[src/rtl/pewc_pkg.sv]
// constants for the parallel eeprom host controller
// assumes a 100 mhz system clock and an asynchronous byte-wide eeprom on the pins
package pewc_pkg;
    localparam int CLK_MHZ = 100;
    localparam int ADDR_W = 16;
    localparam int DATA_W = 8;
    localparam int PAGE_BYTES = 128;
    localparam int PAGE_LOW_W = 7;
    // timing in ns, us and ms; ns values rounded up to cycles
    localparam int T_ADDR_SETUP_NS = 20;
    localparam int T_STROBE_NS = 100;
    localparam int T_DATA_HOLD_NS = 20;
    localparam int T_READ_ACCESS_NS = 150;
    localparam int T_RECOVER_NS = 50;
    localparam int T_BYTE_LOAD_MAX_US = 100;
    localparam int T_WRITE_CYCLE_MS = 10;
    localparam int CYC_SETUP = (T_ADDR_SETUP_NS * CLK_MHZ + 999) / 1000;
    localparam int CYC_STROBE = (T_STROBE_NS * CLK_MHZ + 999) / 1000;
    localparam int CYC_HOLD = (T_DATA_HOLD_NS * CLK_MHZ + 999) / 1000;
    localparam int CYC_ACCESS = (T_READ_ACCESS_NS * CLK_MHZ + 999) / 1000;
    localparam int CYC_RECOVER = (T_RECOVER_NS * CLK_MHZ + 999) / 1000;
    // byte-load gap, exact in cycles, no rounding
    localparam int CYC_BYTE_LOAD = T_BYTE_LOAD_MAX_US * CLK_MHZ;
    localparam int CYC_WRITE_CYCLE = T_WRITE_CYCLE_MS * 1000 * CLK_MHZ;
    localparam int CNT_W = 24;
    // command words, arbitrary defaults
    localparam logic [15:0] CMD_A1 = 16'h5555;
    localparam logic [15:0] CMD_A2 = 16'h2aaa;
    localparam logic [7:0] CMD_D1 = 8'haa;
    localparam logic [7:0] CMD_D2 = 8'h55;
    localparam logic [7:0] CMD_LOCK = 8'ha0;
    localparam logic [7:0] CMD_RST4 = 8'h80;
    localparam logic [7:0] CMD_RST6 = 8'h20;
    localparam logic [7:0] POLL_BIT = 8'h80;
    localparam logic [7:0] TOGGLE_BIT = 8'h40;
    localparam logic [2:0] OP_READ = 3'h0;
    localparam logic [2:0] OP_WRITE = 3'h1;
    localparam logic [2:0] OP_PROT_WRITE = 3'h2;
    localparam logic [2:0] OP_UNPROTECT = 3'h3;
    localparam logic [2:0] OP_POLL = 3'h4;
endpackage

[src/rtl/pewc_cycle.sv]
// one asynchronous bus cycle (read or write) on the eeprom pins
// assumes pin data input is already synchronised by the caller
`timescale 1ns/10ps
module pewc_cycle
    import pewc_pkg::*;
(
    input wire logic i_mclk,
    input wire logic i_srst,
    input wire logic i_start,
    input wire logic i_write,
    input wire logic [ADDR_W-1:0] i_addr,
    input wire logic [DATA_W-1:0] i_wdata,
    input wire logic [DATA_W-1:0] i_pin_data,
    output logic o_done,
    output logic [DATA_W-1:0] o_rdata,
    output logic [ADDR_W-1:0] o_addr,
    output logic [DATA_W-1:0] o_data_out,
    output logic o_data_oe,
    output logic o_chip_select_n,
    output logic o_write_strobe_n,
    output logic o_output_drive_n
);
    typedef enum logic [2:0] {
        CY_IDLE = 3'b000,
        CY_SETUP = 3'b001,
        CY_STROBE = 3'b010,
        CY_HOLD = 3'b011,
        CY_RECOVER = 3'b100
    } pewc_cy_e;

    pewc_cy_e state_r;
    logic [7:0] cnt_r;
    logic wr_r;

    always_ff @(posedge i_mclk) begin
        o_done <= 1'b0;
        if (i_srst) begin
            state_r <= CY_IDLE;
            cnt_r <= 8'h00;
            wr_r <= 1'b0;
            o_rdata <= 8'h00;
            o_addr <= 16'h0000;
            o_data_out <= 8'h00;
            o_data_oe <= 1'b0;
            o_chip_select_n <= 1'b1;
            o_write_strobe_n <= 1'b1;
            o_output_drive_n <= 1'b1;
        end else begin
            unique case (state_r)
                CY_IDLE: begin
                    if (i_start) begin
                        // address set before any strobe falls
                        o_addr <= i_addr;
                        o_data_out <= i_wdata;
                        wr_r <= i_write;
                        o_chip_select_n <= 1'b0;
                        cnt_r <= 8'(CYC_SETUP);
                        state_r <= CY_SETUP;
                    end
                end
                CY_SETUP: begin
                    if (cnt_r <= 8'h01) begin
                        if (wr_r) begin
                            // oe held high, we is the later falling edge
                            o_output_drive_n <= 1'b1;
                            o_write_strobe_n <= 1'b0;
                            o_data_oe <= 1'b1;
                            cnt_r <= 8'(CYC_STROBE);
                        end else begin
                            o_output_drive_n <= 1'b0;
                            cnt_r <= 8'(CYC_ACCESS);
                        end
                        state_r <= CY_STROBE;
                    end else begin
                        cnt_r <= cnt_r - 8'h01;
                    end
                end
                CY_STROBE: begin
                    if (cnt_r <= 8'h01) begin
                        if (wr_r) begin
                            // we rises first, data still held
                            o_write_strobe_n <= 1'b1;
                        end else begin
                            o_rdata <= i_pin_data;
                            o_output_drive_n <= 1'b1;
                        end
                        cnt_r <= 8'(CYC_HOLD);
                        state_r <= CY_HOLD;
                    end else begin
                        cnt_r <= cnt_r - 8'h01;
                    end
                end
                CY_HOLD: begin
                    if (cnt_r <= 8'h01) begin
                        o_chip_select_n <= 1'b1;
                        o_data_oe <= 1'b0;
                        cnt_r <= 8'(CYC_RECOVER);
                        state_r <= CY_RECOVER;
                    end else begin
                        cnt_r <= cnt_r - 8'h01;
                    end
                end
                CY_RECOVER: begin
                    if (cnt_r <= 8'h01) begin
                        o_done <= 1'b1;
                        state_r <= CY_IDLE;
                    end else begin
                        cnt_r <= cnt_r - 8'h01;
                    end
                end
                default: state_r <= CY_IDLE;
            endcase
        end
    end
endmodule

[src/rtl/pewc_host.sv]
// host controller for a byte-wide parallel eeprom: reads, byte/page writes,
// protected writes, protection reset and completion polling
// assumes the eeprom sits directly on the pin ports; data pins pass four flops
`timescale 1ns/10ps
module pewc_host
    import pewc_pkg::*;
#(
    parameter int WRITE_CYCLE_CYC = CYC_WRITE_CYCLE,
    parameter logic [15:0] CMD_ADDR1 = CMD_A1,
    parameter logic [15:0] CMD_ADDR2 = CMD_A2
)
(
    input wire logic i_mclk,
    input wire logic i_srst,
    input wire logic i_req_valid,
    input wire logic [2:0] i_req_op,
    input wire logic [ADDR_W-1:0] i_req_addr,
    input wire logic [DATA_W-1:0] i_req_data,
    input wire logic i_req_last,
    output logic o_req_ready,
    output logic o_rsp_valid,
    output logic [DATA_W-1:0] o_rsp_data,
    output logic o_rsp_error,
    input wire logic [DATA_W-1:0] i_data_lines,
    output logic [DATA_W-1:0] o_data_lines,
    output logic o_data_lines_oe,
    output logic [ADDR_W-1:0] o_byte_address,
    output logic o_chip_select_n,
    output logic o_write_strobe_n,
    output logic o_output_drive_n
);
    typedef enum logic [2:0] {
        HS_IDLE = 3'b000,
        HS_CMD = 3'b001,
        HS_DATA = 3'b010,
        HS_PAGE = 3'b011,
        HS_POLL = 3'b100,
        HS_WAIT = 3'b101
    } pewc_hs_e;

    pewc_hs_e state_r;
    logic [DATA_W-1:0] din_s1_r, din_s2_r, din_s3_r, din_r;
    logic cy_start_r, cy_write_r, cy_done;
    logic [ADDR_W-1:0] cy_addr_r;
    logic [DATA_W-1:0] cy_wdata_r, cy_rdata;
    logic [2:0] step_r, step_last_r;
    logic [ADDR_W-PAGE_LOW_W-1:0] page_r;
    logic [7:0] count_r;
    logic [CNT_W-1:0] tmr_r;
    logic [DATA_W-1:0] last_data_r, poll_prev_r;
    logic poll_first_r;

    function automatic logic [ADDR_W+DATA_W-1:0] cmd_word(input logic [2:0] step,
                                                       input logic unprot);
        // unlock: 3 writes; reset: 6 writes
        unique case (step)
            3'd0: cmd_word = {CMD_ADDR1, CMD_D1};
            3'd1: cmd_word = {CMD_ADDR2, CMD_D2};
            3'd2: cmd_word = {CMD_ADDR1, unprot ? CMD_RST4 : CMD_LOCK};
            3'd3: cmd_word = {CMD_ADDR1, CMD_D1};
            3'd4: cmd_word = {CMD_ADDR2, CMD_D2};
            default: cmd_word = {CMD_ADDR1, CMD_RST6};
        endcase
    endfunction

    // data pins cross from the device: three flops, then din_r loads only when the last two agree
    always_ff @(posedge i_mclk) begin
        if (i_srst) begin
            din_s1_r <= 8'h00;
            din_s2_r <= 8'h00;
            din_s3_r <= 8'h00;
            din_r <= 8'h00;
        end else begin
            din_s1_r <= i_data_lines;
            din_s2_r <= din_s1_r;
            din_s3_r <= din_s2_r;
            if (din_s2_r == din_s3_r) din_r <= din_s3_r;
        end
    end

    pewc_cycle u_cycle (
        .i_mclk(i_mclk),
        .i_srst(i_srst),
        .i_start(cy_start_r),
        .i_write(cy_write_r),
        .i_addr(cy_addr_r),
        .i_wdata(cy_wdata_r),
        .i_pin_data(din_r),
        .o_done(cy_done),
        .o_rdata(cy_rdata),
        .o_addr(o_byte_address),
        .o_data_out(o_data_lines),
        .o_data_oe(o_data_lines_oe),
        .o_chip_select_n(o_chip_select_n),
        .o_write_strobe_n(o_write_strobe_n),
        .o_output_drive_n(o_output_drive_n)
    );

    always_ff @(posedge i_mclk) begin
        cy_start_r <= 1'b0;
        o_rsp_valid <= 1'b0;
        if (i_srst) begin
            state_r <= HS_IDLE;
            cy_write_r <= 1'b0;
            cy_addr_r <= 16'h0000;
            cy_wdata_r <= 8'h00;
            step_r <= 3'h0;
            step_last_r <= 3'h0;
            page_r <= 9'h000;
            count_r <= 8'h00;
            tmr_r <= '0;
            last_data_r <= 8'h00;
            poll_prev_r <= 8'h00;
            poll_first_r <= 1'b0;
            o_req_ready <= 1'b0;
            o_rsp_data <= 8'h00;
            o_rsp_error <= 1'b0;
        end else begin
            unique case (state_r)
                HS_IDLE: begin
                    o_req_ready <= 1'b1;
                    if (i_req_valid && o_req_ready) begin
                        o_req_ready <= 1'b0;
                        o_rsp_error <= 1'b0;
                        cy_addr_r <= i_req_addr;
                        cy_wdata_r <= i_req_data;
                        step_r <= 3'h0;
                        count_r <= 8'h00;
                        poll_first_r <= 1'b1;
                        unique case (i_req_op)
                            OP_READ: begin
                                cy_write_r <= 1'b0;
                                cy_start_r <= 1'b1;
                                state_r <= HS_POLL;
                                poll_first_r <= 1'b0;
                            end
                            OP_WRITE: begin
                                // plain write, device unprotected
                                cy_write_r <= 1'b1;
                                cy_start_r <= 1'b1;
                                page_r <= i_req_addr[15:7];
                                state_r <= HS_DATA;
                            end
                            OP_PROT_WRITE, OP_UNPROTECT: begin
                                cy_write_r <= 1'b1;
                                step_last_r <= (i_req_op == OP_UNPROTECT) ? 3'd5 : 3'd2;
                                {cy_addr_r, cy_wdata_r} <= cmd_word(3'd0,
                                    i_req_op == OP_UNPROTECT);
                                cy_start_r <= 1'b1;
                                page_r <= i_req_addr[15:7];
                                state_r <= HS_CMD;
                            end
                            OP_POLL: begin
                                cy_write_r <= 1'b0;
                                cy_start_r <= 1'b1;
                                state_r <= HS_POLL;
                            end
                            default: begin
                                o_rsp_error <= 1'b1;
                                o_rsp_valid <= 1'b1;
                            end
                        endcase
                    end
                end
                HS_CMD: begin
                    // command writes back to back, no other access
                    if (cy_done) begin
                        if (step_r == step_last_r) begin
                            if (step_last_r == 3'd5) begin
                                // wait one write cycle time after reset
                                tmr_r <= CNT_W'(WRITE_CYCLE_CYC);
                                state_r <= HS_WAIT;
                            end else begin
                                // data follows unlock: page of 1..128
                                cy_addr_r <= i_req_addr;
                                cy_wdata_r <= i_req_data;
                                cy_start_r <= 1'b1;
                                state_r <= HS_DATA;
                            end
                        end else begin
                            {cy_addr_r, cy_wdata_r} <= cmd_word(step_r + 3'd1,
                                step_last_r == 3'd5);
                            step_r <= step_r + 3'd1;
                            cy_start_r <= 1'b1;
                        end
                    end
                end
                HS_DATA: begin
                    if (cy_done) begin
                        last_data_r <= cy_wdata_r;
                        count_r <= count_r + 8'h01;
                        // gap counted from the falling edge of last load
                        tmr_r <= CNT_W'(CYC_BYTE_LOAD - CYC_STROBE - CYC_HOLD
                                        - CYC_RECOVER - 2);
                        o_req_ready <= !i_req_last;
                        state_r <= HS_PAGE;
                    end
                end
                HS_PAGE: begin
                    if (i_req_valid && o_req_ready && count_r < 8'(PAGE_BYTES)) begin
                        o_req_ready <= 1'b0;
                        if (i_req_addr[15:7] != page_r) begin
                            // outside page: refuse, close page
                            o_rsp_error <= 1'b1;
                        end else begin
                            cy_addr_r <= i_req_addr;
                            cy_wdata_r <= i_req_data;
                            cy_start_r <= 1'b1;
                            state_r <= HS_DATA;
                        end
                    end else if (tmr_r == '0 || i_req_last || count_r == 8'(PAGE_BYTES)) begin
                        // device closes page after silence and programs
                        o_req_ready <= 1'b0;
                        tmr_r <= CNT_W'(WRITE_CYCLE_CYC);
                        state_r <= HS_WAIT;
                    end else begin
                        tmr_r <= tmr_r - CNT_W'(1);
                    end
                end
                HS_WAIT: begin
                    if (tmr_r == '0) begin
                        o_rsp_valid <= 1'b1;
                        o_rsp_data <= last_data_r;
                        state_r <= HS_IDLE;
                    end else begin
                        tmr_r <= tmr_r - CNT_W'(1);
                    end
                end
                HS_POLL: begin
                    if (cy_done) begin
                        if (!poll_first_r) begin
                            o_rsp_valid <= 1'b1;
                            o_rsp_data <= cy_rdata;
                            state_r <= HS_IDLE;
                        end else begin
                            poll_prev_r <= cy_rdata;
                            poll_first_r <= 1'b0;
                            cy_start_r <= 1'b1;
                            // still programming: bit 6 flips or bit 7 inverted
                            if (((cy_rdata ^ poll_prev_r) & TOGGLE_BIT) == 8'h00 &&
                                count_r != 8'h00 &&
                                ((cy_rdata ^ cy_wdata_r) & POLL_BIT) == 8'h00) begin
                                o_rsp_valid <= 1'b1;
                                o_rsp_data <= cy_rdata;
                                cy_start_r <= 1'b0;
                                state_r <= HS_IDLE;
                            end
                            count_r <= 8'h01;
                            poll_first_r <= 1'b1;
                        end
                    end
                end
                default: state_r <= HS_IDLE;
            endcase
        end
    end
endmodule

[config.mk]
export PLATFORM = sky130hd
export DESIGN_NAME = pewc_host
export DESIGN_NICKNAME = d
export VERILOG_FILES = /design/src/rtl/pewc_pkg.sv /design/src/rtl/pewc_cycle.sv /design/src/rtl/pewc_host.sv
export SDC_FILE = /design/constraint.sdc
export NUM_CORES = 1
export LEC_CHECK = 0
export ABC_CLOCK_PERIOD_IN_PS = 2100
export BUFFER_PORTS_ARGS = -buffer_cell sky130_fd_sc_hd__buf_2
export CORE_UTILIZATION = 35
export DETAILED_ROUTE_END_ITERATION = 16
export GPL_TIMING_DRIVEN = 0
export PLACE_DENSITY_LB_ADDON = 0.3
export SETUP_SLACK_MARGIN = 0.15
export SYNTH_ARGS = -nofsm -noshare
export SYNTH_HDL_FRONTEND = slang
export SYNTH_SLANG_ARGS = --single-unit
[constraint.sdc]
create_clock -name i_mclk -period 2.1 [get_ports i_mclk]
set_clock_uncertainty 0.1 [all_clocks]
set_input_delay 0.105 -clock i_mclk [delete_from_list [all_inputs] [get_ports i_mclk]]
set_output_delay 0.105 -clock i_mclk [all_outputs]
set_load 0.01 [all_outputs]
* After elaboration in Yosys (flattened, before gate mapping)
Cells that the tools add are included.
** Operators by class
- $add $sub $neg :: 4
- Magnitude comparators :: 2
- Eq/ne operators :: 50
- Muxes and demuxes :: 117
- Bitwise operators :: 4
- Reductions and logical operators :: 57
** Operators with widths (count)
- $mux 24 :: 7
- $mux 8 :: 20
- $mux 16 :: 7
- $pmux 24 s4 :: 1
- $pmux 23 s3 :: 1
- $mux 3 :: 22
- $pmux 16 s3 :: 1
- $pmux 8 s3 :: 2
- $pmux 8 s5 :: 1
- $mux 1 :: 39
- $ne 2x2->1 const B :: 14
- $reduce_and 3->1 :: 9
- $eq 3x2->1 const B :: 8
- $logic_not 24->1 :: 1
- $sub 24x1->24 const B :: 1
- $reduce_and 4->1 :: 5
- $eq 3x3->1 const B :: 6
- $ne 2x1->1 const B :: 9
- $pmux 3 s6 :: 1
- $logic_not 8->1 :: 2
- $pmux 8 s2 :: 1
- $reduce_bool 2->1 :: 8
- $pmux 3 s5 :: 1
- $reduce_and 5->1 :: 3
- other kinds (36) :: 64
** Word-level totals
- Register bits :: 184
- Input bits :: 39
- Output and inout bits :: 39
- Word-level logic and storage cells :: 266

* Longest topological paths before layout
Gate-level depths: netlist of the first run.
- Depth after elaboration :: 8
- Mapped depth :: 9

* Cells and area by module
From an unflattened synthesis of the first run, not the netlist that was laid out.
** Second synthesis, totals
- Cell total of the unflattened synthesis :: 978
- Area total of the unflattened synthesis :: 8426.8 um^2
** Modules (own cells, without submodules)
- pewc_host :: times used 1, cells each 714, area an instance 6248.5 um^2, sequential area each 2562.5 um^2
- pewc_cycle :: times used 1, cells each 264, area an instance 2178.3 um^2, sequential area each 980.9 um^2

* Worst setup path before layout of the first run
No wires, ideal clock.
- Kind :: register -> register
- Start :: register step_r[0]
- End :: register cy_addr_r[11]
- Setup time :: 0.074 ns
- Arrival :: 2.054 ns
- Setup slack :: -0.128 ns
- Stages on the path, launching flop included :: 8
- Clock period less this slack :: 2.228 ns
- Cell sequence :: dfxtp_1 > ha_1 > ha_1 > nor2b_1 > a21oi_1 > a211oi_1 > o211ai_1 > o21ai_0
** On the way
- Cells in the longest elaborated chain, start to end :: 7
** Ends and longest elaborated chain
- start: declaration :: line pewc_host.sv:46 : logic [2:0] step_r, step_last_r;
- start signal: assignment :: line pewc_host.sv:183 : step_r <= step_r + 3'd1;
- $add 3x1->3 :: line pewc_host.sv:181 : {cy_addr_r, cy_wdata_r} <= cmd_word(step_r + 3'd1,
- $eq 3x3->1 (tied with other cells) :: line pewc_host.sv:56 : unique case (step)
- $reduce_or 2->1 (no line)
- $pmux 23 s3 :: line pewc_host.sv:56
- $mux 16 :: line pewc_host.sv:168 : if (step_r == step_last_r) begin
- $mux 16 :: line pewc_host.sv:167 : if (cy_done) begin
- $pmux 16 s3 :: line pewc_host.sv:119 : unique case (state_r)
- end signal: assignment :: line pewc_host.sv:125 : cy_addr_r <= i_req_addr;
- end signal: assignment :: line pewc_host.sv:175 : cy_addr_r <= i_req_addr;
- end signal: assignment :: line pewc_host.sv:181
- end: declaration :: line pewc_host.sv:44 : logic [ADDR_W-1:0] cy_addr_r;
Parallel ways exist; a longest one is shown, timed or not. The select of a mux whose other input is x is not followed.
A chain may end at the register's enable or synchronous reset.

* Worst setup path in the final report of the first run
- Start :: register u_cycle.cnt_r[5]
- End :: register u_cycle.cnt_r[2]
** On the way
- Cells in the longest elaborated chain, start to end :: 3
** Ends and longest elaborated chain
- start: declaration :: line pewc_cycle.sv:32 : logic [7:0] cnt_r;
- start signal: assignment :: line pewc_cycle.sv:57 : cnt_r <= 8'(CYC_SETUP);
- start signal: assignment :: line pewc_cycle.sv:68 : cnt_r <= 8'(CYC_STROBE);
- start signal: assignment :: line pewc_cycle.sv:71 : cnt_r <= 8'(CYC_ACCESS);
- $le 8x1->1 (*)
- $mux 8 (tied with other cells) :: line pewc_cycle.sv:94 : if (cnt_r <= 8'h01) begin
- $pmux 8 s5 or $reduce_and 3->1 (tied branches)
Every way passes the cells marked *; elsewhere a longest branch is shown, timed or not.

==> results of run 1 <==
[area by class of cell]
class,instances,area [um2]
Buffer,50,372.9
Clock buffer,18,439.2
Clock inverter,14,136.4
Fill cell,2024,10960
Inverter,22,87.58
Multi-Input combinational cell,721,5360
Sequential cell,177,3593
Tap cell,313,391.6
Timing Repair Buffer,204,1575
[Yosys cell counts, drive strengths merged (3+ instances only)]
library cell | instances | area [um2]
buf | 18 | 113.9
nand2b | 5 | 31.28
o211ai | 13 | 97.59
dfxtp | 177 | 3543
nor3b | 3 | 22.52
nand4 | 8 | 62.56
inv | 22 | 82.58
a221oi | 4 | 35.03
nand2 | 131 | 491.7
a41oi | 4 | 35.03
mux2i | 41 | 410.4
o22ai | 4 | 25.02
nor2b | 37 | 231.5
a21o | 4 | 30.03
a211o | 4 | 35.03
nor4 | 18 | 173.9
a311oi | 11 | 96.34
o21bai | 3 | 22.52
or2 | 4 | 25.02
nand3 | 19 | 95.09
xnor2 | 10 | 87.58
or3 | 8 | 55.05
clkbuf | 33 | 123.9
nor3 | 22 | 115.1
xor2 | 24 | 210.2
o31ai | 4 | 30.03
a31oi | 11 | 75.07
a21oi | 87 | 454.2
nor2 | 113 | 431.7
a211oi | 27 | 212.7
ha | 11 | 137.6
o21ai | 52 | 260.3
o221a | 3 | 33.78
a2111oi | 3 | 70.06
[worst paths after layout]
kind         depth (start not counted)               end        startpoint  slack, ns
max                                  7  u_cycle.cnt_r[2]  u_cycle.cnt_r[5]      -0.12
min                                  5     cy_wdata_r[7]     i_req_data[7]       0.03
max reg2reg                          7  u_cycle.cnt_r[2]  u_cycle.cnt_r[5]      -0.12
min reg2reg                          1       din_s2_r[2]       din_s1_r[2]       0.34
[registers in the layout (all words and copies together) (netlist names), 2 cells and up]
| register | cells |
|---|---|
| cy_wdata_r | 8 |
| page_r | 9 |
| u_cycle.state_r | 3 |
| u_cycle.o_rdata | 8 |
| din_s3_r | 8 |
| din_r | 8 |
| o_rsp_data | 8 |
| u_cycle.o_addr | 16 |
| state_r | 3 |
| step_last_r | 2 |
| count_r | 8 |
| u_cycle.cnt_r | 8 |
| tmr_r | 24 |
| din_s2_r | 8 |
| din_s1_r | 8 |
| cy_addr_r | 16 |
| u_cycle.o_data_out | 8 |
| step_r | 3 |
| last_data_r | 8 |
[kinds of logic (layout without fill, tap and decap cells)]
group           after synthesis  count (layout)  share of synthesized area
mux                          41              41                    0.04971
buf+inv                      73             308                    0.03880
flops                       177             177                     0.4292
fa+ha+maj                    11              11                    0.01667
simple gates                381             381                     0.2237
compound gates              254             254                     0.2058
xor+xnor                     34              34                    0.03607
[worst register-to-register path, delay by kind of cell, from the launching register on]
| family | cells | cell delay [ns] |
|---|---|---|
| AND/OR/NAND/NOR | 2 | 0.94 |
| AO/OA/AOI/OAI | 3 | 0.51 |
| buffers and inverters | 2 | 0.27 |
| flip-flops | 1 | 0.32 |
[metal layers]
metal / share of wire / GRT usage
met5: 0 / 0
met4: 0.039 / 0.09197
met3: 0.057 / 0.03778
met2: 0.47 / 0.3545
met1: 0.44 / 0.2858
[power groups by stage]
stage	combinational (W)	sequential, W	clock, W
after floorplan	0.00191	0.00386	0
after CTS	0.00372	0.00385	0.00317
after global placement	0.00244	0.00391	0
after global routing	0.00503	0.00390	0.00332
final	0.00477	0.00387	0.00314
after detailed placement	0.00244	0.00391	0
[timing repair]
action                     CTS  global route
buffers inserted            66            22
pin swaps                   60            54
setup endpoints to repair  139           133
gates resized for setup    186           109
cloned                       2             4
hold buffers                33             0
hold endpoints to repair    42             0
[metrics by stage]
| stage | std cells | worst slack (ns) | setup TNS (ns) |
|---|---|---|---|
| after detailed placement | 1361 | -0.4545 | -25.02 |
| final | 1519 | -0.1245 | -3.093 |
| after floorplan | 971 | -0.02465 | -0.04820 |
| after global placement | 1361 | -0.4273 | -23.52 |
| after CTS | 1494 | -0.1123 | -1.153 |
| after global routing | 1519 | -0.1891 | -8.319 |
==> run summary, run 1 <==
The flow ran to the end, but the final reports show violations. The checks that failed: negative setup slack. STA puts the critical path data required time at 2.36 ns. The final layout contains 1243 nets. Entering global routing, the biggest net connects 19 pins.

The count of buffer and inverter cells on the critical path is 2, and the post-synthesis cell count is 971. The sequential cell area fraction in the yosys report was 0.4292; the number of global-route vias before repair was 7658. The run gives 17 as the number of buffers created by CTS. The tools report the clock network power share as 0.266.

The critical path launch point type is a register. Synthesis inferred 177 register bits. At the end of routability-driven placement, the weighted congestion stood at 0.8748. The signal on the critical path passes through or4_4 -> or3_4 -> buf_6 -> buf_8 -> a2111oi_4 -> a31oi_1 -> a21oi_1.

Compared with the post-synthesis result, the final layout area differs by 44.83%. The worst max-slew margin expressed relative to the limit came out at 0.3579. The die covers 24210 um2. The number of vias after detailed routing was 8255; the number of cell rows was 55. In this run the static leakage power is 4.615 nW.

The via density per instance was 5.434. Data arrives at the worst endpoint at 2.48 ns. Class of the tightest hold or removal check: input pin to register. On the worst path, the slowest cell contributes a delay of 0.56 ns.

Once layout is done, the placed cells without fillers occupy 11960 um2. CTS saw 177 sinks. After global routing the overflow that remains totals 0.

The later-pin clock latency in the skew report was 0.43 ns. In this run the deepest clock path goes through 2 buffers. For this design the top-level I/O count stands at 78. After detailed routing, the average wire length per cell comes to 18.04 um.

The tools report the kind of end point of the critical path as a register. The first global-routing pass estimated 41260 um of wire. The share of async-settable or async-resettable flops after synthesis was 0. The number of slew-limit violations in the final report is 0, and the number of enable flip-flop cells after synthesis is 0. The first detailed-routing pass ran for 5 iterations.

The fraction of power spent switching nets came out at 0.3543. The run gives 0.007604 W as the internal power summed over all cells. The run gives 27410 um as the wire length reported by the detailed router. A synthesized cell averages 8.502 um2. Synthesis instantiated 73 different standard cells from the library.

Clock tree synthesis selected as its root buffer the cell sky130_fd_sc_hd__clkbuf_16. The die outline height came out at 155.6 um. The run gives 0.405 as the combinational share of power. The die is 155.6 um wide. The worst setup path is of the register to register kind. Setup repair after global routing could not meet its margin everywhere. The initial antenna violation count was 0; the detailed placer's ending HPWL was 16990 um. On the critical path, the stage with the largest delay is an instance of sky130_fd_sc_hd__or4_4. In the layout the commonest cells are sky130_fd_sc_hd__dfxtp_1 (153), sky130_fd_sc_hd__nand2_1 (117), sky130_fd_sc_hd__nor2_1 (85). For this run, the number of Yosys warnings is 0.

Once detail routing completed, the nets flagged for antenna violations numbered 0. Commonest non-fill, non-tap cell in the layout: sky130_fd_sc_hd__dfxtp_1. Setup violations remaining at the end of the flow were counted as 62.

Fraction of layout instances using a drive strength above 1: 0.3574. Maximum VDD drop: 0.001210 V. TritonCTS built the clock tree. The tools report the starting density of the core as 0.3603. The final setup slack of the worst path is -0.1245 ns, and the power density normalized to cell area is 984.9 nW/um2.

The completed layout was analyzed and its total power is 0.01178 W. The all-layer global routing usage was 0.2184; the final hold violation count was 0. The area of the mapped netlist was 8255 um2; the DRC violation count after routing was 0. The primary flip-flop cell chosen by synthesis mapping is sky130_fd_sc_hd__dfxtp_1. Hold timing on the final database bottoms out at a slack of 0.03256 ns.

The biggest fanout along the worst timing path was 6; the slew of the pin with the lowest slew margin was 0.9632 ns. For the count of maximum capacitance violations, the log shows 0. The logs give 0.5218 for the final standard cell utilization of the core and 449.5 MHz for the maximum clock frequency.

In this run, the number of DRC markers left after iteration 0 of detailed routing was 613. CTS built an H-tree with a depth of 4. The sequential group share of total power was 0.329; the clock slew at the register clock pins of the worst setup and hold paths was 0.07 ns. For the net switching component of the power, the log shows 0.004172 W. The number of nets handed over by synthesis was 1021. The share of the cycle needed by the critical path after routing is 1.059. The number of antenna diodes in the final layout is 0. Once placement finished, the instance area stood at 9176 um2. The smallest clock period supported by the final layout is computed as 2.224 ns. The family with the most delay on the worst path was simple AND/OR/NAND/NOR gates.

The core region is 22920 um2. Buffers placed on the I/O ports in this run total 77.
Power figures use the tool's default switching activity.
==> run 2: changes to the inputs <==
- CORE_UTILIZATION: 35 -> 45
- SETUP_SLACK_MARGIN: 0.15 -> not set
==> run 2 against run 1 <==
Compared with the run above: the run still ends with negative setup slack left; highest routed layer unchanged; largest cell class unchanged; core utilization grew 10 points; die area shrank 22%; setup slack got worse by 0.059 ns; register-to-register slack got worse by 0.06 ns.
==> run summary, run 2 (synthesized netlist as in run 1, its figures left out) <==
The number of buffers inserted by port buffering came out at 77 (unchanged). The tools report the clock sink count as 177 (unchanged). Violated checks: negative setup slack (unchanged). The tools report the final setup slack of the worst path as -0.1838 ns (was -0.1245 ns). The number of nets in the final layout was 1208 (was 1243).

The number of antenna repair diodes is 0 (unchanged), and the arrival time of the worst setup path is 2.54 ns (was 2.48 ns). The leakage power came out at 4.313 nW (was 4.615 nW). The count of placed standard cells including taps was 1277 (was 1361).

The tools report the destination of the worst hold path as cy_wdata_r[7] (unchanged). The family with the most delay on the worst path was simple AND/OR/NAND/NOR gates (unchanged). The later-pin clock latency in the skew report is 0.45 ns (was 0.43 ns), and the post-layout instance count excluding filler cells is 1400 (was 1519). The stage delay of the slowest cell on the critical path was 0.46 ns (was 0.56 ns).

The biggest fanout along the worst timing path works out to 8 (was 6). The DRC violation total after the first TritonRoute iteration came out at 736 (was 613). The kind of end point of the critical path was a register (unchanged).

The logs give 0.01081 W (was 0.01178 W) for the sum of internal, switching and leakage power and 19 (unchanged) for the largest net degree at the start of global routing. For the number of cell rows, the log shows 49 (was 55). The final hold violation count came out at 0 (unchanged). Worst-path cell chain: clkbuf_4 -> nor2b_4 -> nand2_2 -> or3_4 -> a21oi_4 -> buf_8 -> buf_12 -> nor2_2 -> a211oi_2 (was or4_4 -> or3_4 -> buf_6 -> buf_8 -> a2111oi_4 -> a31oi_1 -> a21oi_1). The net switching component of the power was 0.003783 W (was 0.004172 W).

Starting density of the core: 0.4596 (was 0.3603). Largest registers: tmr_r (24), cy_addr_r (16), u_cycle.o_addr (16) (unchanged). The total grt overflow is 0 (unchanged), and the number of vias after detailed routing is 8222 (was 8255).

The worst endpoint required time is 2.36 ns (about the same), and the worst hold margin is 0.02258 ns (was 0.03256 ns). Internal power summed over all cells: 0.007025 W (was 0.007604 W). The share of the cycle needed by the critical path after routing came out at 1.088 (was 1.059).

Critical path launch point type: a register (unchanged). The class of the tightest hold or removal check was input pin to register (unchanged). Placed instance area: 8959 um2 (was 9176 um2). The fraction of layout instances using a drive strength above 1 is 0.2972 (was 0.3574). The logs give 0.2628 (was 0.2184) for the all-layer global routing usage and 18890 um2 (was 24210 um2) for the area of the die. The clock root buffer was sky130_fd_sc_hd__clkbuf_16 (unchanged).

Category of the critical setup timing path: register to register (unchanged). The wire length reported by the detailed router is 25690 um (was 27410 um), and the count of maximum capacitance violations is 0 (unchanged). The maximum clock frequency was 437.9 MHz (was 449.5 MHz); the fraction of power spent switching nets was 0.3500 (was 0.3543). The total I/O pin count came out at 78 (unchanged). Commonest non-fill, non-tap cells in the layout: sky130_fd_sc_hd__dfxtp_1 (156), sky130_fd_sc_hd__nand2_1 (123), sky130_fd_sc_hd__nor2_1 (94) (was sky130_fd_sc_hd__dfxtp_1 (153), sky130_fd_sc_hd__nand2_1 (117), sky130_fd_sc_hd__nor2_1 (85)). The number of global-route vias before repair is 7412 (was 7658), and the count of buffer and inverter cells on the critical path is 3 (was 2). The sequential group share of total power was 0.358 (was 0.329).

The register with the most flip-flops is tmr_r (unchanged). For the maximum number of buffers from clock root to sink, the log shows 2 (unchanged). The clock network power share came out at 0.300 (was 0.266). The clock slew at the register clock pins of the worst setup and hold paths was 0.07 ns (about the same).

The run gives 38090 um (was 41260 um) as the first-pass GRT wire length. The detailed-routing iteration count for the pre-antenna-repair pass is 5 (unchanged). The die outline height came out at 137.4 um (was 155.6 um).

Maximum VDD drop: 0.001769 V (was 0.001210 V). The slack of the worst reg-to-reg path was -0.18 ns (was -0.12 ns). The total setup violations reported at the end of the flow is 43 (was 62). The tools report the detailed placer's ending HPWL as 16140 um (was 16990 um). Cell area after layout: 11230 um2 (was 11960 um2). Number of cells on the worst hold path: 5 (unchanged). The H-tree depth reported by CTS is 4 (unchanged).

For the number of antenna-violating nets in the routed design, the log shows 0 (unchanged). The slowest stage cell on the critical path was sky130_fd_sc_hd__or3_4 (was sky130_fd_sc_hd__or4_4). The x dimension of the die works out to 137.4 um (was 155.6 um). TritonCTS built the clock tree. The power density normalized to cell area was 962.5 nW/um2 (was 984.9 nW/um2); the slew of the pin with the lowest slew margin was 0.8881 ns (was 0.9632 ns).

The final critical path time including I/O delays and setup was 2.284 ns (was 2.224 ns). The number of buffers created by CTS is 17 (unchanged). The DRC violation count after routing came out at 0 (unchanged). The combinational share of power is 0.343 (was 0.405), and the wire length per cell is 18.35 um (was 18.04 um). The tools report the launch instance of the worst min-delay path as i_req_data[7] (unchanged).

For the number of slew-limit violations in the final report, the log shows 0 (unchanged). The number of flip-flops in the largest register is 24 (unchanged). The initial antenna violation count is 0 (unchanged), and the length in cells of the worst reg-to-reg path is 9 (was 7). The via density per instance was 5.873 (was 5.434). The worst max-slew margin expressed relative to the limit came out at 0.4080 (was 0.3579). The tools report the worst flop-to-flop path startpoint as state_r[0] (was u_cycle.cnt_r[5]). The layout-stage area growth over the synthesis result works out to 36.01% (was 44.83%). The flow ran to the end, but the final reports show violations. Setup repair after global routing could not meet its margin everywhere. The tools report the placeable core region as 17960 um2 (was 22920 um2).

The reg-to-reg critical path endpoint is o_rsp_data[6] (was u_cycle.cnt_r[2]). The commonest non-fill, non-tap cell in the layout is sky130_fd_sc_hd__dfxtp_1 (unchanged). The weighted congestion reported at the end of routability-driven placement is 0.9393 (was 0.8748).
==> run 2: changes by cell type in the layout (fill, tap and decap cells not counted), moves of 4 or more <==
cell / previous run / this run
sky130_fd_sc_hd__clkbuf_8: 4 / 0
sky130_fd_sc_hd__a211oi_2: 20 / 10
sky130_fd_sc_hd__buf_6: 30 / 20
sky130_fd_sc_hd__buf_4: 65 / 45
sky130_fd_sc_hd__nand2_4: 5 / 0
sky130_fd_sc_hd__a211oi_1: 5 / 15
sky130_fd_sc_hd__nand2_1: 117 / 123
sky130_fd_sc_hd__a21oi_1: 70 / 80
sky130_fd_sc_hd__nor2_1: 85 / 94
sky130_fd_sc_hd__nor2_2: 18 / 12
sky130_fd_sc_hd__nor2b_2: 0 / 4
sky130_fd_sc_hd__a21oi_2: 11 / 3
sky130_fd_sc_hd__clkbuf_1: 17 / 22
sky130_fd_sc_hd__o21ai_1: 9 / 13
==> run 2: power groups by stage <==
| stage | Sequential (W) | Clock (W) | Combinational (W) |
|---|---|---|---|
| finish | 0.00387 | 0.00324 | 0.00371 |
| global route | 0.00389 | 0.00339 | 0.00393 |
| CTS | 0.00384 | 0.00326 | 0.00337 |
| detailed placement | 0.00391 | 0 | 0.00237 |
| global placement | 0.00390 | 0 | 0.00236 |
| floorplan | 0.00386 | 0 | 0.00185 |
==> run 2: worst min-delay path, cell delays in order <==
cell                      delay, ns
sky130_fd_sc_hd__buf_2         0.10
sky130_fd_sc_hd__nor2_1        0.05
sky130_fd_sc_hd__mux2i_1       0.12
sky130_fd_sc_hd__mux2i_1       0.08
sky130_fd_sc_hd__nor2_1        0.07
==> run 2: worst max-delay path by stage <==
stage                from             to  depth (start not counted)  slack [ns]
2_1_floorplan    tmr_r[7]      tmr_r[20]                          6       -0.03
6_report       state_r[0]  o_rsp_data[6]                          9       -0.18
3_5_place_dp   state_r[0]     count_r[1]                          8       -0.55
4_1_cts          tmr_r[4]    o_rsp_valid                          7       -0.17
3_3_place_gp   state_r[0]     count_r[1]                          8       -0.53
5_1_grt        state_r[0]  o_rsp_data[6]                          9       -0.19
==> run 2: layout make-up <==
type / instances / area, um2
Buffer: 48 / 300.3
Clock buffer: 18 / 429.2
Clock inverter: 14 / 166.4
Fill cell: 1450 / 6735
Inverter: 22 / 82.58
Multi-Input combinational cell: 721 / 5105
Sequential cell: 177 / 3587
Tap cell: 229 / 286.5
Timing Repair Buffer: 171 / 1271
==> run 2: repair_timing <==
action,CTS,global route
hold buffers,34,0
setup endpoints to repair,114,117
pin swaps,34,51
cloned,1,0
endpoints found under the hold margin,43,0
buffers inserted,29,32
gates resized for setup,103,130
==> run 2: per-layer routing <==
layer,global-route usage,part of all wire,vias to the layer above
li1,-,-,3853
met1,0.3448,0.41,3892
met2,0.4316,0.48,397
met3,0.04562,0.079,80
met4,0.09280,0.031,0
met5,0,0,-
==> run 2: stage by stage <==
step | setup slack (ns) | setup TNS [ns] | util
after CTS | -0.1678 | -3.002 | 0.5885
after floorplan | -0.02680 | -0.05146 | -
after detailed placement | -0.5489 | -33.58 | 0.4987
final | -0.1838 | -2.884 | 0.6251
after global placement | -0.5298 | -31.77 | 0.4987
after global routing | -0.1874 | -6.684 | 0.6251
